**src/rtl/fmd_pkg.sv**
```systemverilog
// Package with register map, reset values and ramp constants for fan config
package fmd_pkg;
    // Register offsets
    localparam logic [7:0] ADDR_ACOUSTIC2  = 8'h63;
    localparam logic [7:0] ADDR_MIN_DUTY1  = 8'h64;
    localparam logic [7:0] ADDR_MIN_DUTY2  = 8'h65;
    localparam logic [7:0] ADDR_MIN_DUTY3  = 8'h66;
    localparam logic [7:0] ADDR_START_R1   = 8'h67;
    localparam logic [7:0] ADDR_START_LOC  = 8'h68;
    localparam logic [7:0] ADDR_START_R2   = 8'h69;
    // Reset values
    localparam logic [7:0] RST_ACOUSTIC2   = 8'h00;
    localparam logic [7:0] RST_MIN_DUTY    = 8'h80;
    localparam logic [7:0] RST_START_TEMP  = 8'h5A;
    // Field positions in the acoustic register
    localparam int         POS_RATE3       = 0;
    localparam int         POS_EN3         = 3;
    localparam int         POS_RATE2       = 4;
    localparam int         POS_EN2         = 7;
    // Ramp time slot length, in microseconds, and in clock cycles at 25 MHz
    localparam int         CLK_MHZ         = 25;
    localparam int         SLOT_US         = 200000;
    localparam int         SLOT_CYCLES     = SLOT_US * CLK_MHZ;
    // Duty value that stands for full speed
    localparam logic [7:0] DUTY_FULL       = 8'hFF;

    // Code to steps-per-slot decode
    function automatic logic [7:0] fmd_rate_steps(input logic [2:0] code);
        case (code)
            3'h0:    fmd_rate_steps = 8'h01;
            3'h1:    fmd_rate_steps = 8'h02;
            3'h2:    fmd_rate_steps = 8'h03;
            3'h3:    fmd_rate_steps = 8'h05;
            3'h4:    fmd_rate_steps = 8'h08;
            3'h5:    fmd_rate_steps = 8'h0C;
            3'h6:    fmd_rate_steps = 8'h18;
            default: fmd_rate_steps = 8'h30;
        endcase
    endfunction
endpackage

```
**src/rtl/fmd_ramp.sv**
```systemverilog
// Duty ramp for one PWM output: moves toward target by a step each slot
`timescale 1ns/1ps
module fmd_ramp (
    sys_clk,
    reset_n,
    slot_tick,
    ramp_enable,
    ramp_rate,
    target_duty,
    duty_out
);
    input  wire logic       sys_clk;
    input  wire logic       reset_n;
    input  wire logic       slot_tick;
    input  wire logic       ramp_enable;
    input  wire logic [2:0] ramp_rate;
    input  wire logic [7:0] target_duty;
    output logic      [7:0] duty_out;

    typedef struct packed {
        logic [7:0] duty;
    } fmd_ramp_state_t;

    fmd_ramp_state_t state_r;
    fmd_ramp_state_t state_nxt;
    logic [7:0]      step;
    logic [8:0]      up_sum;
    logic [8:0]      dn_dif;

    // Step toward target, clipped so the target is never overshot
    always_comb begin
        state_nxt = state_r;
        step      = fmd_pkg::fmd_rate_steps(ramp_rate);
        up_sum    = {1'b0, state_r.duty} + {1'b0, step};
        dn_dif    = {1'b0, state_r.duty} - {1'b0, step};
        if (!ramp_enable) begin
            state_nxt.duty = target_duty;
        end else if (slot_tick) begin
            if (state_r.duty < target_duty) begin
                if (up_sum[8] || up_sum[7:0] > target_duty) begin
                    state_nxt.duty = target_duty;
                end else begin
                    state_nxt.duty = up_sum[7:0];
                end
            end else if (state_r.duty > target_duty) begin
                if (dn_dif[8] || dn_dif[7:0] < target_duty) begin
                    state_nxt.duty = target_duty;
                end else begin
                    state_nxt.duty = dn_dif[7:0];
                end
            end
        end
    end

    // State register
    always_ff @(posedge sys_clk or negedge reset_n) begin
        if (!reset_n) begin
            state_r <= '0;
        end else begin
            state_r <= state_nxt;
        end
    end

    assign duty_out = state_r.duty;
endmodule

```
**src/rtl/fmd_regs.sv**
```systemverilog
// Fan minimum duty, start temperature and acoustic ramp register bank
//
// Summary of operation
// - Acoustic bits 6:4 pick output two step size: 1,2,3,5,8,12,24,48.
// - With enable, output two ramps to new duty at selected rate.
// - Bit 3 of acoustic register enables ramping on output three.
// - Bit 7 of acoustic register enables ramping on output two.
// - Acoustic bits 2:0 pick output three step size, same mapping.
// - Acoustic register writes ignored while the global lock bit is set.
// - Three 8-bit minimum duty registers at consecutive addresses.
// - Minimum duty value maps linearly from 0x00 off to 0xFF full.
// - Each minimum duty register resets to 0x80, half duty.
// - Minimum duty registers are read-only in automatic fan mode.
// - Three start temperatures, remote one, local, remote two, reset 0x5A.
// - Above start temperature fan runs from minimum duty rising with span.
// - Start temperature writes ignored while the global lock bit is set.
// - Below start minus hysteresis, duty is zero or minimum per bit.
`timescale 1ns/1ps
module fmd_regs #(
    parameter int SLOT_CYCLES = fmd_pkg::SLOT_CYCLES
) (
    sys_clk,
    reset_n,
    reg_addr,
    reg_wr_en,
    reg_wr_data,
    reg_rd_data,
    config_lock,
    auto_fan_mode,
    calc_duty,
    above_start,
    below_start_hyst,
    below_start_keep_min,
    minimum_duty1,
    minimum_duty2,
    minimum_duty3,
    start_temperature_r1,
    start_temperature_loc,
    start_temperature_r2,
    duty_out1,
    duty_out2,
    duty_out3
);
    input  wire logic        sys_clk;
    input  wire logic        reset_n;
    input  wire logic [7:0]  reg_addr;
    input  wire logic        reg_wr_en;
    input  wire logic [7:0]  reg_wr_data;
    output logic      [7:0]  reg_rd_data;
    input  wire logic        config_lock;
    input  wire logic        auto_fan_mode;
    input  wire logic [23:0] calc_duty;
    input  wire logic [2:0]  above_start;
    input  wire logic [2:0]  below_start_hyst;
    input  wire logic [2:0]  below_start_keep_min;
    output logic      [7:0]  minimum_duty1;
    output logic      [7:0]  minimum_duty2;
    output logic      [7:0]  minimum_duty3;
    output logic      [7:0]  start_temperature_r1;
    output logic      [7:0]  start_temperature_loc;
    output logic      [7:0]  start_temperature_r2;
    output logic      [7:0]  duty_out1;
    output logic      [7:0]  duty_out2;
    output logic      [7:0]  duty_out3;

    if (SLOT_CYCLES < 2) begin : g_chk
        $error("SLOT_CYCLES must be at least 2");
    end

    ////////////////////////////////////////////////////////////////////////
    // State
    typedef struct packed {
        logic [7:0]  acoustic;
        logic [23:0] min_duty;
        logic [23:0] start_temp;
        logic [7:0]  rd_data;
        logic [31:0] slot_cnt;
        logic        slot_tick;
    } fmd_state_t;

    fmd_state_t  state_r;
    fmd_state_t  state_nxt;
    logic [23:0] target;
    logic [23:0] ramped;

    // Address decode, returns index in a bank of three or 3 for a miss
    function automatic logic [1:0] bank_index(input logic [7:0] a,
                                              input logic [7:0] base);
        logic [7:0] d;
        d = a - base;
        bank_index = (d < 8'h03) ? d[1:0] : 2'h3;
    endfunction

    ////////////////////////////////////////////////////////////////////////
    // Register writes, reads and slot timer
    always_comb begin
        state_nxt = state_r;
        // Slot timer for the ramp
        state_nxt.slot_tick = 1'b0;
        if (state_r.slot_cnt == 32'(SLOT_CYCLES - 1)) begin
            state_nxt.slot_cnt  = '0;
            state_nxt.slot_tick = 1'b1;
        end else begin
            state_nxt.slot_cnt = state_r.slot_cnt + 32'h0000_0001;
        end
        if (reg_wr_en) begin
            if (reg_addr == fmd_pkg::ADDR_ACOUSTIC2 && !config_lock) begin
                state_nxt.acoustic = reg_wr_data;
            end
            if (bank_index(reg_addr, fmd_pkg::ADDR_MIN_DUTY1) != 2'h3 &&
                !auto_fan_mode) begin
                state_nxt.min_duty[bank_index(reg_addr,
                    fmd_pkg::ADDR_MIN_DUTY1)*8 +: 8] = reg_wr_data;
            end
            if (bank_index(reg_addr, fmd_pkg::ADDR_START_R1) != 2'h3 &&
                !config_lock) begin
                state_nxt.start_temp[bank_index(reg_addr,
                    fmd_pkg::ADDR_START_R1)*8 +: 8] = reg_wr_data;
            end
        end
        // read mux over the bank, misses read zero
        state_nxt.rd_data = 8'h00;
        if (reg_addr == fmd_pkg::ADDR_ACOUSTIC2) begin
            state_nxt.rd_data = state_r.acoustic;
        end else if (bank_index(reg_addr, fmd_pkg::ADDR_MIN_DUTY1) != 2'h3) begin
            state_nxt.rd_data = state_r.min_duty[bank_index(reg_addr,
                fmd_pkg::ADDR_MIN_DUTY1)*8 +: 8];
        end else if (bank_index(reg_addr, fmd_pkg::ADDR_START_R1) != 2'h3) begin
            state_nxt.rd_data = state_r.start_temp[bank_index(reg_addr,
                fmd_pkg::ADDR_START_R1)*8 +: 8];
        end
    end

    // State register
    always_ff @(posedge sys_clk or negedge reset_n) begin
        if (!reset_n) begin
            state_r.acoustic   <= fmd_pkg::RST_ACOUSTIC2;
            state_r.min_duty   <= {3{fmd_pkg::RST_MIN_DUTY}};
            state_r.start_temp <= {3{fmd_pkg::RST_START_TEMP}};
            state_r.rd_data    <= 8'h00;
            state_r.slot_cnt   <= '0;
            state_r.slot_tick  <= 1'b0;
        end else begin
            state_r <= state_nxt;
        end
    end

    ////////////////////////////////////////////////////////////////////////
    // Target duty per output and ramps
    genvar i;
    for (i = 0; i < 3; i++) begin : g_out
        // minimum duty floor above start temperature
        // below start choose off or minimum
        always_comb begin
            if (!auto_fan_mode) begin
                target[i*8 +: 8] = calc_duty[i*8 +: 8];
            end else if (below_start_hyst[i]) begin
                target[i*8 +: 8] = below_start_keep_min[i] ?
                    state_r.min_duty[i*8 +: 8] : 8'h00;
            end else if (above_start[i] &&
                         calc_duty[i*8 +: 8] < state_r.min_duty[i*8 +: 8]) begin
                target[i*8 +: 8] = state_r.min_duty[i*8 +: 8];
            end else begin
                target[i*8 +: 8] = calc_duty[i*8 +: 8];
            end
        end
    end

    // Output one has no ramp; it follows its target through a flop
    fmd_ramp u_ramp1 (
        .sys_clk     (sys_clk),
        .reset_n     (reset_n),
        .slot_tick   (state_r.slot_tick),
        .ramp_enable (1'b0),
        .ramp_rate   (3'h0),
        .target_duty (target[7:0]),
        .duty_out    (ramped[7:0])
    );

    fmd_ramp u_ramp2 (
        .sys_clk     (sys_clk),
        .reset_n     (reset_n),
        .slot_tick   (state_r.slot_tick),
        .ramp_enable (state_r.acoustic[fmd_pkg::POS_EN2]),
        .ramp_rate   (state_r.acoustic[fmd_pkg::POS_RATE2 +: 3]),
        .target_duty (target[15:8]),
        .duty_out    (ramped[15:8])
    );

    fmd_ramp u_ramp3 (
        .sys_clk     (sys_clk),
        .reset_n     (reset_n),
        .slot_tick   (state_r.slot_tick),
        .ramp_enable (state_r.acoustic[fmd_pkg::POS_EN3]),
        .ramp_rate   (state_r.acoustic[fmd_pkg::POS_RATE3 +: 3]),
        .target_duty (target[23:16]),
        .duty_out    (ramped[23:16])
    );

    // Outputs
    assign reg_rd_data           = state_r.rd_data;
    assign minimum_duty1         = state_r.min_duty[7:0];
    assign minimum_duty2         = state_r.min_duty[15:8];
    assign minimum_duty3         = state_r.min_duty[23:16];
    assign start_temperature_r1  = state_r.start_temp[7:0];
    assign start_temperature_loc = state_r.start_temp[15:8];
    assign start_temperature_r2  = state_r.start_temp[23:16];
    assign duty_out1             = ramped[7:0];
    assign duty_out2             = ramped[15:8];
    assign duty_out3             = ramped[23:16];
endmodule

```
**config.mk**
```make
export PLATFORM = sky130hd
export DESIGN_NAME = fmd_regs
export DESIGN_NICKNAME = d
export VERILOG_FILES = /design/src/rtl/fmd_pkg.sv /design/src/rtl/fmd_ramp.sv /design/src/rtl/fmd_regs.sv
export SDC_FILE = /design/constraint.sdc
export NUM_CORES = 1
export LEC_CHECK = 0
export BUFFER_PORTS_ARGS = -buffer_cell sky130_fd_sc_hd__buf_2
export CORE_MARGIN = 4
export CORE_UTILIZATION = 50
export DETAILED_ROUTE_END_ITERATION = 8
export GPL_ROUTABILITY_DRIVEN = 0
export PLACE_DENSITY = 0.79
export SLEW_MARGIN = 10
export SYNTH_ARGS = -nofsm -noshare
export SYNTH_HDL_FRONTEND = slang
export SYNTH_SLANG_ARGS = --single-unit
export TNS_END_PERCENT = 10
```
**constraint.sdc**
```tcl
create_clock -name sys_clk -period 13 [get_ports sys_clk]
set_input_delay 0 -clock sys_clk [delete_from_list [all_inputs] [get_ports sys_clk]]
set_output_delay 0 -clock sys_clk [all_outputs]
set_load 0.005 [all_outputs]
```
* After elaboration in Yosys (flattened, before gate mapping)
Cells that the tools add are included.
** Storage, ports and cells
- Bits in registers :: 121
- Input port bits :: 54
- Logic and storage cells :: 111
- Output and inout bits :: 80
** Cells by class
- Add/subtract/negate cells :: 9
- Equality and inequality tests :: 20
- Shifts and indexed selects :: 6
- $lt $le $gt $ge :: 13
- Reductions and logical operators :: 19
- Multiplexer cells :: 35
** Operators with widths (count)
- $mux W8 :: 27
- $pmux W6 S7 :: 2
- $neg A5 Y34 :: 2
- $shift A8 B34 Y24 const A :: 2
- $shiftx A8 B34 Y24 :: 2
- $lt A8 B8 Y1 :: 7
- $bwmux W24 :: 2
- $shiftx A24 B6 Y8 :: 2
- $add A32 B1 Y32 const B :: 1
- $eq A32 B23 Y1 const B :: 1
- $gt A8 B8 Y1 :: 4
- $mux W32 :: 1
- $add A8 B6 Y9 :: 2
- $eq A3 B3 Y1 const B :: 6
- $sub A8 B6 Y9 :: 2
- $lt A8 B2 Y1 const B :: 2
- $sub A8 B7 Y8 const B :: 2
- $eq A3 B2 Y1 const B :: 4
- $reduce_and A2 Y1 :: 5
- $eq A8 B7 Y1 const B :: 1
- $ne A2 B2 Y1 const B :: 4
- $eq A3 B1 Y1 const B :: 2
- $logic_and A1 B1 Y1 :: 6
- $logic_not A3 Y1 :: 2
- 5 further kinds :: 11

* Longest topological paths before layout
- Depth in word-level cells :: 12
- Gate-level depth with buffers :: 19
- Mapped depth without buffers :: 18

* Cells and area by module
From an unflattened synthesis, not the netlist that was laid out.
** Second synthesis, totals
- Cells, all modules :: 1406
- Area total of the unflattened synthesis :: 12154.2 um^2
** Modules (own cells, without submodules)
- fmd_regs :: cells each 671, sequential area each 2446.1 um^2, area each 6200.9 um^2, instances 1
- fmd_ramp :: cells each 245, sequential area each 200.2 um^2, area each 1984.4 um^2, instances 3

* Worst setup path after synthesis
No wires, ideal clock.
- Path kind :: register to register
- Start :: register state_r[89] (netlist bit)
- End :: register u_ramp3.state_r, in the netlist u_ramp3.duty_out[1]
- Cell stages (with the launch flop) :: 18
- Setup time :: 0.134 ns
- Setup slack :: 8.730 ns
- Required time :: 12.866 ns
- Data arrival time :: 4.135 ns
- Period minus slack after synthesis :: 4.270 ns
- Buffers on the path :: 1
- Cells stage by stage :: dfrtp_1 > clkbuf_1 > xor2_1 > nand2b_1 > ha_1 > nor2b_1 > o31a_1 > o311a_1 > nor3_1 > xor2_1 > ha_1 > a21oi_1 > o21ai_1 > a2111o_1 > or3_4 > o311a_4 > a2111oi_0 > nor3_1
** Between the ends
- Word-level cells in the longest chain between the ends :: 10
- Elaborated cells on any way between the ends :: 20
- Classes of those cells :: 2 x add/sub; 2 x order compare; 6 x eq/ne; 7 x mux; 3 x reduce/logical
** Ends and longest elaborated chain
- start: declaration :: RTL line fmd_regs.sv:81 : fmd_state_t state_r;
- start signal: assignment :: RTL line fmd_regs.sv:144 : state_r <= state_nxt;
- $eq A3 B3 Y1 (tied with other cells) :: RTL line fmd_pkg.sv:29 : case (code)
- $pmux W6 S7 (*) :: RTL line fmd_pkg.sv:29
- $sub A8 B6 Y9 :: RTL line fmd_ramp.sv:35 : dn_dif = {1'b0, state_r.duty} - {1'b0, step};
- $lt A8 B8 Y1 :: RTL line fmd_ramp.sv:46 : if (dn_dif[8] || dn_dif[7:0] < target_duty) begin
- $logic_or A1 B1 Y1 :: RTL line fmd_ramp.sv:46
- $mux W8 :: RTL line fmd_ramp.sv:46
- $mux W8 :: RTL line fmd_ramp.sv:45 : end else if (state_r.duty > target_duty) begin
- $mux W8 (*) :: RTL line fmd_ramp.sv:39 : if (state_r.duty < target_duty) begin
- $mux W8 (*) :: RTL line fmd_ramp.sv:38 : end else if (slot_tick) begin
- $mux W8 (*) :: RTL line fmd_ramp.sv:36 : if (!ramp_enable) begin
- end signal: assignment :: RTL line fmd_ramp.sv:60 : state_r <= state_nxt;
- end: declaration :: RTL line fmd_ramp.sv:24 : fmd_ramp_state_t state_r;
Every way passes the cells marked *; elsewhere a longest branch is shown, timed or not. The select of a mux whose other input is x is not followed.
A chain may end at the register's enable or synchronous reset.

* Worst setup path in the final report
- Start :: register state_r, in the netlist minimum_duty3[7]
- End :: register u_ramp3.state_r, in the netlist u_ramp3.duty_out[1]
** Between the ends
- Word-level cells in the longest chain between the ends :: 12
- Elaborated cells on any way between the ends :: 20
- Classes of those cells :: 5 x order compare; 1 x eq/ne; 10 x mux; 4 x reduce/logical
** Ends and longest elaborated chain
- $lt A8 B8 Y1 :: RTL line fmd_regs.sv:161 : calc_duty[i*8 +: 8] < state_r.min_duty[i*8 +: 8]) begin
- $logic_and A1 B1 Y1 :: RTL line fmd_regs.sv:160 : end else if (above_start[i] &&
- $mux W8 :: RTL line fmd_regs.sv:160
- $mux W8 (*) :: RTL line fmd_regs.sv:157 : end else if (below_start_hyst[i]) begin
- $mux W8 (*) :: RTL line fmd_regs.sv:155 : if (!auto_fan_mode) begin
- $lt A8 B8 Y1 :: RTL line fmd_ramp.sv:46
- $logic_or A1 B1 Y1 :: RTL line fmd_ramp.sv:46
- $mux W8 :: RTL line fmd_ramp.sv:46
- $mux W8 :: RTL line fmd_ramp.sv:45
- $mux W8 :: RTL line fmd_ramp.sv:39
- $mux W8 :: RTL line fmd_ramp.sv:38
- $mux W8 :: RTL line fmd_ramp.sv:36
Marks and branches as above.

==> metrics.cfg <==
[synth]
synth_area_leaders = dfrtp_1 26%, ha_1 13%, a22o_1 4.8%
synth_top_area_cell = dfrtp_1
synth_area_um2 = 10030
yosysWarningCount = 0
ys_types = 88
synth-main-ff-cell = dfrtp_1
synth-seq-cells = 121
syn_nets = 1300
syn_inst = 1136
synthArstFlopShare_pct = 100.0
ys_seq_area_share_pct = 30.36
synth_top_area_share_pct = 26.43
synth_edf_count = 0
syn_avg_cell_area_um2 = 8.833

[final_layout]
top_register = state_r
regArea_um2 = 3047
stdcell_count = 1500
fillers = 1687
syn_to_final_growth_pct = 12.11
drive_above_1_share_pct = 17.00
layout.nets = 1386
diodes = 0
multi_input_area_um2 = 6106
largest_register_ffs = 41

[floorplan]
die_h_um = 149.7
design.portCount = 134
dieArea_um2 = 22400
fp.coreArea_um2 = 19590
die_w_um = 149.7
initial_core_util_pct = 51.22
rows = 51

[global_routing]
track_usage_pct = 25.89
antenna_found_initial = 0
grt_pass1_wl_um = 46310
grt_pass1_vias = 8826
grt-ovfl-total = 0
grt_max_degree = 75

[setup_path]
crit_top_cell = ha_1
cp.required_ns = 13.28
crit_path_start = minimum_duty3[7]
critical_path_class = flip-flop to flip-flop
cp_max_fo = 9
crit_buf_inv = 1
max_stage_delay_ns = 0.60
worstReg2RegStart = minimum_duty3[7]
path_cells = inv_1 > ha_1 > nand3_2 > nor2_1 > or3_1 > o31ai_1 > and2_1 > a22oi_1 > ha_1 > a21oi_1 > o21ai_1 > a2111o_1 > or3_4 > o311a_4 > a2111oi_0 > nor3_1
cpLargestDelayFamily = compound AO/OA/AOI/OAI gates
cp-start-kind = flip-flop
cp.arrival_ns = 5.20
end_kind = flip-flop
cpMaxStageDelayCell = dfstp_2

[pwr]
leakage_nw = 5.291
power.density_nw_per_um2 = 126.8
ir_drop_uv = 89.99

[clock_tree]
cts_resized = 0
post_cts_buffers = 0
cts_made_buffers = 17
tritoncts = built
clkTransAtPathRegs_ns = 0.06
h-tree-depth = 4
insertion_delay_ns = 0.42
cts_buffer_depth = 2
clockRootBuffer = clkbuf_16
cts_sinks = 121
hold_buffers = 17

[placement]
dpl_worst_slack_ns = 8.285
dpl.hpwl_um = 21640
numPortBuffers = 133
numPlacedInstances = 1451

[sta]
slew_headroom_pct = 31.04
tns_ns = 0
fin_ws_ns = 8.086
tightest_slew_ns = 1.031
layout_min_cycle_time_ns = 4.914
setup_viol = 0
final.period_utilization_pct = 37.80
max_freq_mhz = 203.5
final.setup_skew_ns = 0.006073
slew_violations = 0
hold_violations = 0
rsz0062_at_grt = false

[detailed_routing]
wirelength_um = 28580
dr.first_iter.drc_count = 1047
post_drt_wl_per_cell_um = 19.05
num_vias = 9192
drc = 0
dr.pass1.iters = 7
antenna_left = 0
via_per_inst = 6.128

[worst_hold_path]
worstHoldPathType = input pin to flip-flop
worstHoldStart = calc_duty[17]

[run_status]
status = finished clean

[job]
cap_viol_max_count = 0

-- stage by stage --
stage                     total power, mW  area (µm²)  hold slack (ns)  utilization [%]
final                               1.427       11250          0.05528            57.42
after global routing                1.513       11250          0.04405            57.42
after CTS                           1.416       11250          0.01105            57.42
after detailed placement           0.9595       10520          0.05981            53.72
after global placement             0.9430       10520          0.05211            53.72
after floorplan                    0.8051       10030          -0.2956                -
-- kinds of logic (layout without fill, tap and decap cells) --
logic type	Yosys count	count (layout)	synth area share [%]
xor+xnor	52	52	4.539
flops	121	121	30.36
fa+ha+maj	110	110	14.01
buf+inv	180	279	8.853
compound gates	301	301	21.97
mux	20	20	2.045
simple gates	352	352	18.22
-- where the power goes --
part	switching (mW)	internal (mW)	total (mW)
Combinational	0.327	0.226	0.553
Sequential	0.0356	0.392	0.427
Clock	0.169	0.277	0.446
Total	0.531	0.895	1.43
-- layout make-up --
type / count / area share [%]
multi-input combinational: 835 / 54.28
sequential: 121 / 27.08
timing repair buffer: 152 / 7.585
clock buffer: 25 / 4.315
inverter: 95 / 3.170
tap: 265 / 2.947
clock inverter: 7 / 0.6228
-- cells in the mapped netlist (5+ instances only) --
cell       instances
inv_1             93
dfstp_2           15
xor2_1            31
buf_4             56
and3_1            11
ha_1             106
nor4_1            10
and2_1             9
nand2_1           94
nor2_1            75
mux2i_1           16
o21ai_1            5
a211oi_1           7
nand3_1           41
nand4_1           15
o21ai_0           55
clkbuf_1          23
a21oi_1           49
nand2b_1          20
nor2b_1           15
a22oi_1           15
a21o_1            12
o211ai_1          19
a2bb2oi_1          5
xnor2_1           21
a31oi_1            5
dfrtp_1          106
a22o_1            55
o21a_1             8
nand3b_1           6
nor3_1            18
a211o_1            5
-- per-layer routing --
| metal | vias to the layer above | global-route usage [%] | wire length (µm) |
|---|---|---|---|
| met5 | - | 0 | 0 |
| met4 | 0 | 9.286 | 992 |
| met3 | 79 | 5.148 | 2466 |
| met2 | 486 | 41.31 | 12960 |
| met1 | 4378 | 35.13 | 12160 |
| li1 | 4249 | - | - |
-- placed cells by master (no fill, tap or decap), types with 19 or more instances in the layout --
master and count:
buf_2 132, ha_1 106, dfrtp_1 106, nand2_1 94, inv_1 93, nor2_1 75
o21ai_0 55, a22o_1 55, a21oi_1 49, nand3_1 41, xor2_1 31, xnor2_1 21
nand2b_1 20, o211ai_1 19
-- path summary, 6_finish.rpt --
kind                       slack [ns]  cells after the start                  end
setup / recovery                 8.09                     16  u_ramp3.duty_out[1]
hold / removal                   0.06                      3  u_ramp3.duty_out[1]
setup reg to reg                 8.09                     16  u_ramp3.duty_out[1]
hold reg to reg                  0.47                      1          state_r[32]
max in group asynchronous       11.51                      3          state_r[25]
min in group asynchronous        0.14                      2  u_ramp1.duty_out[2]
-- worst min-delay path, stage by stage --
cell and delay [ns]:
buf_2 0.15, a2111oi_0 0.13, nor3_1 0.14
Note: power is estimated with default switching activity, not from simulation.
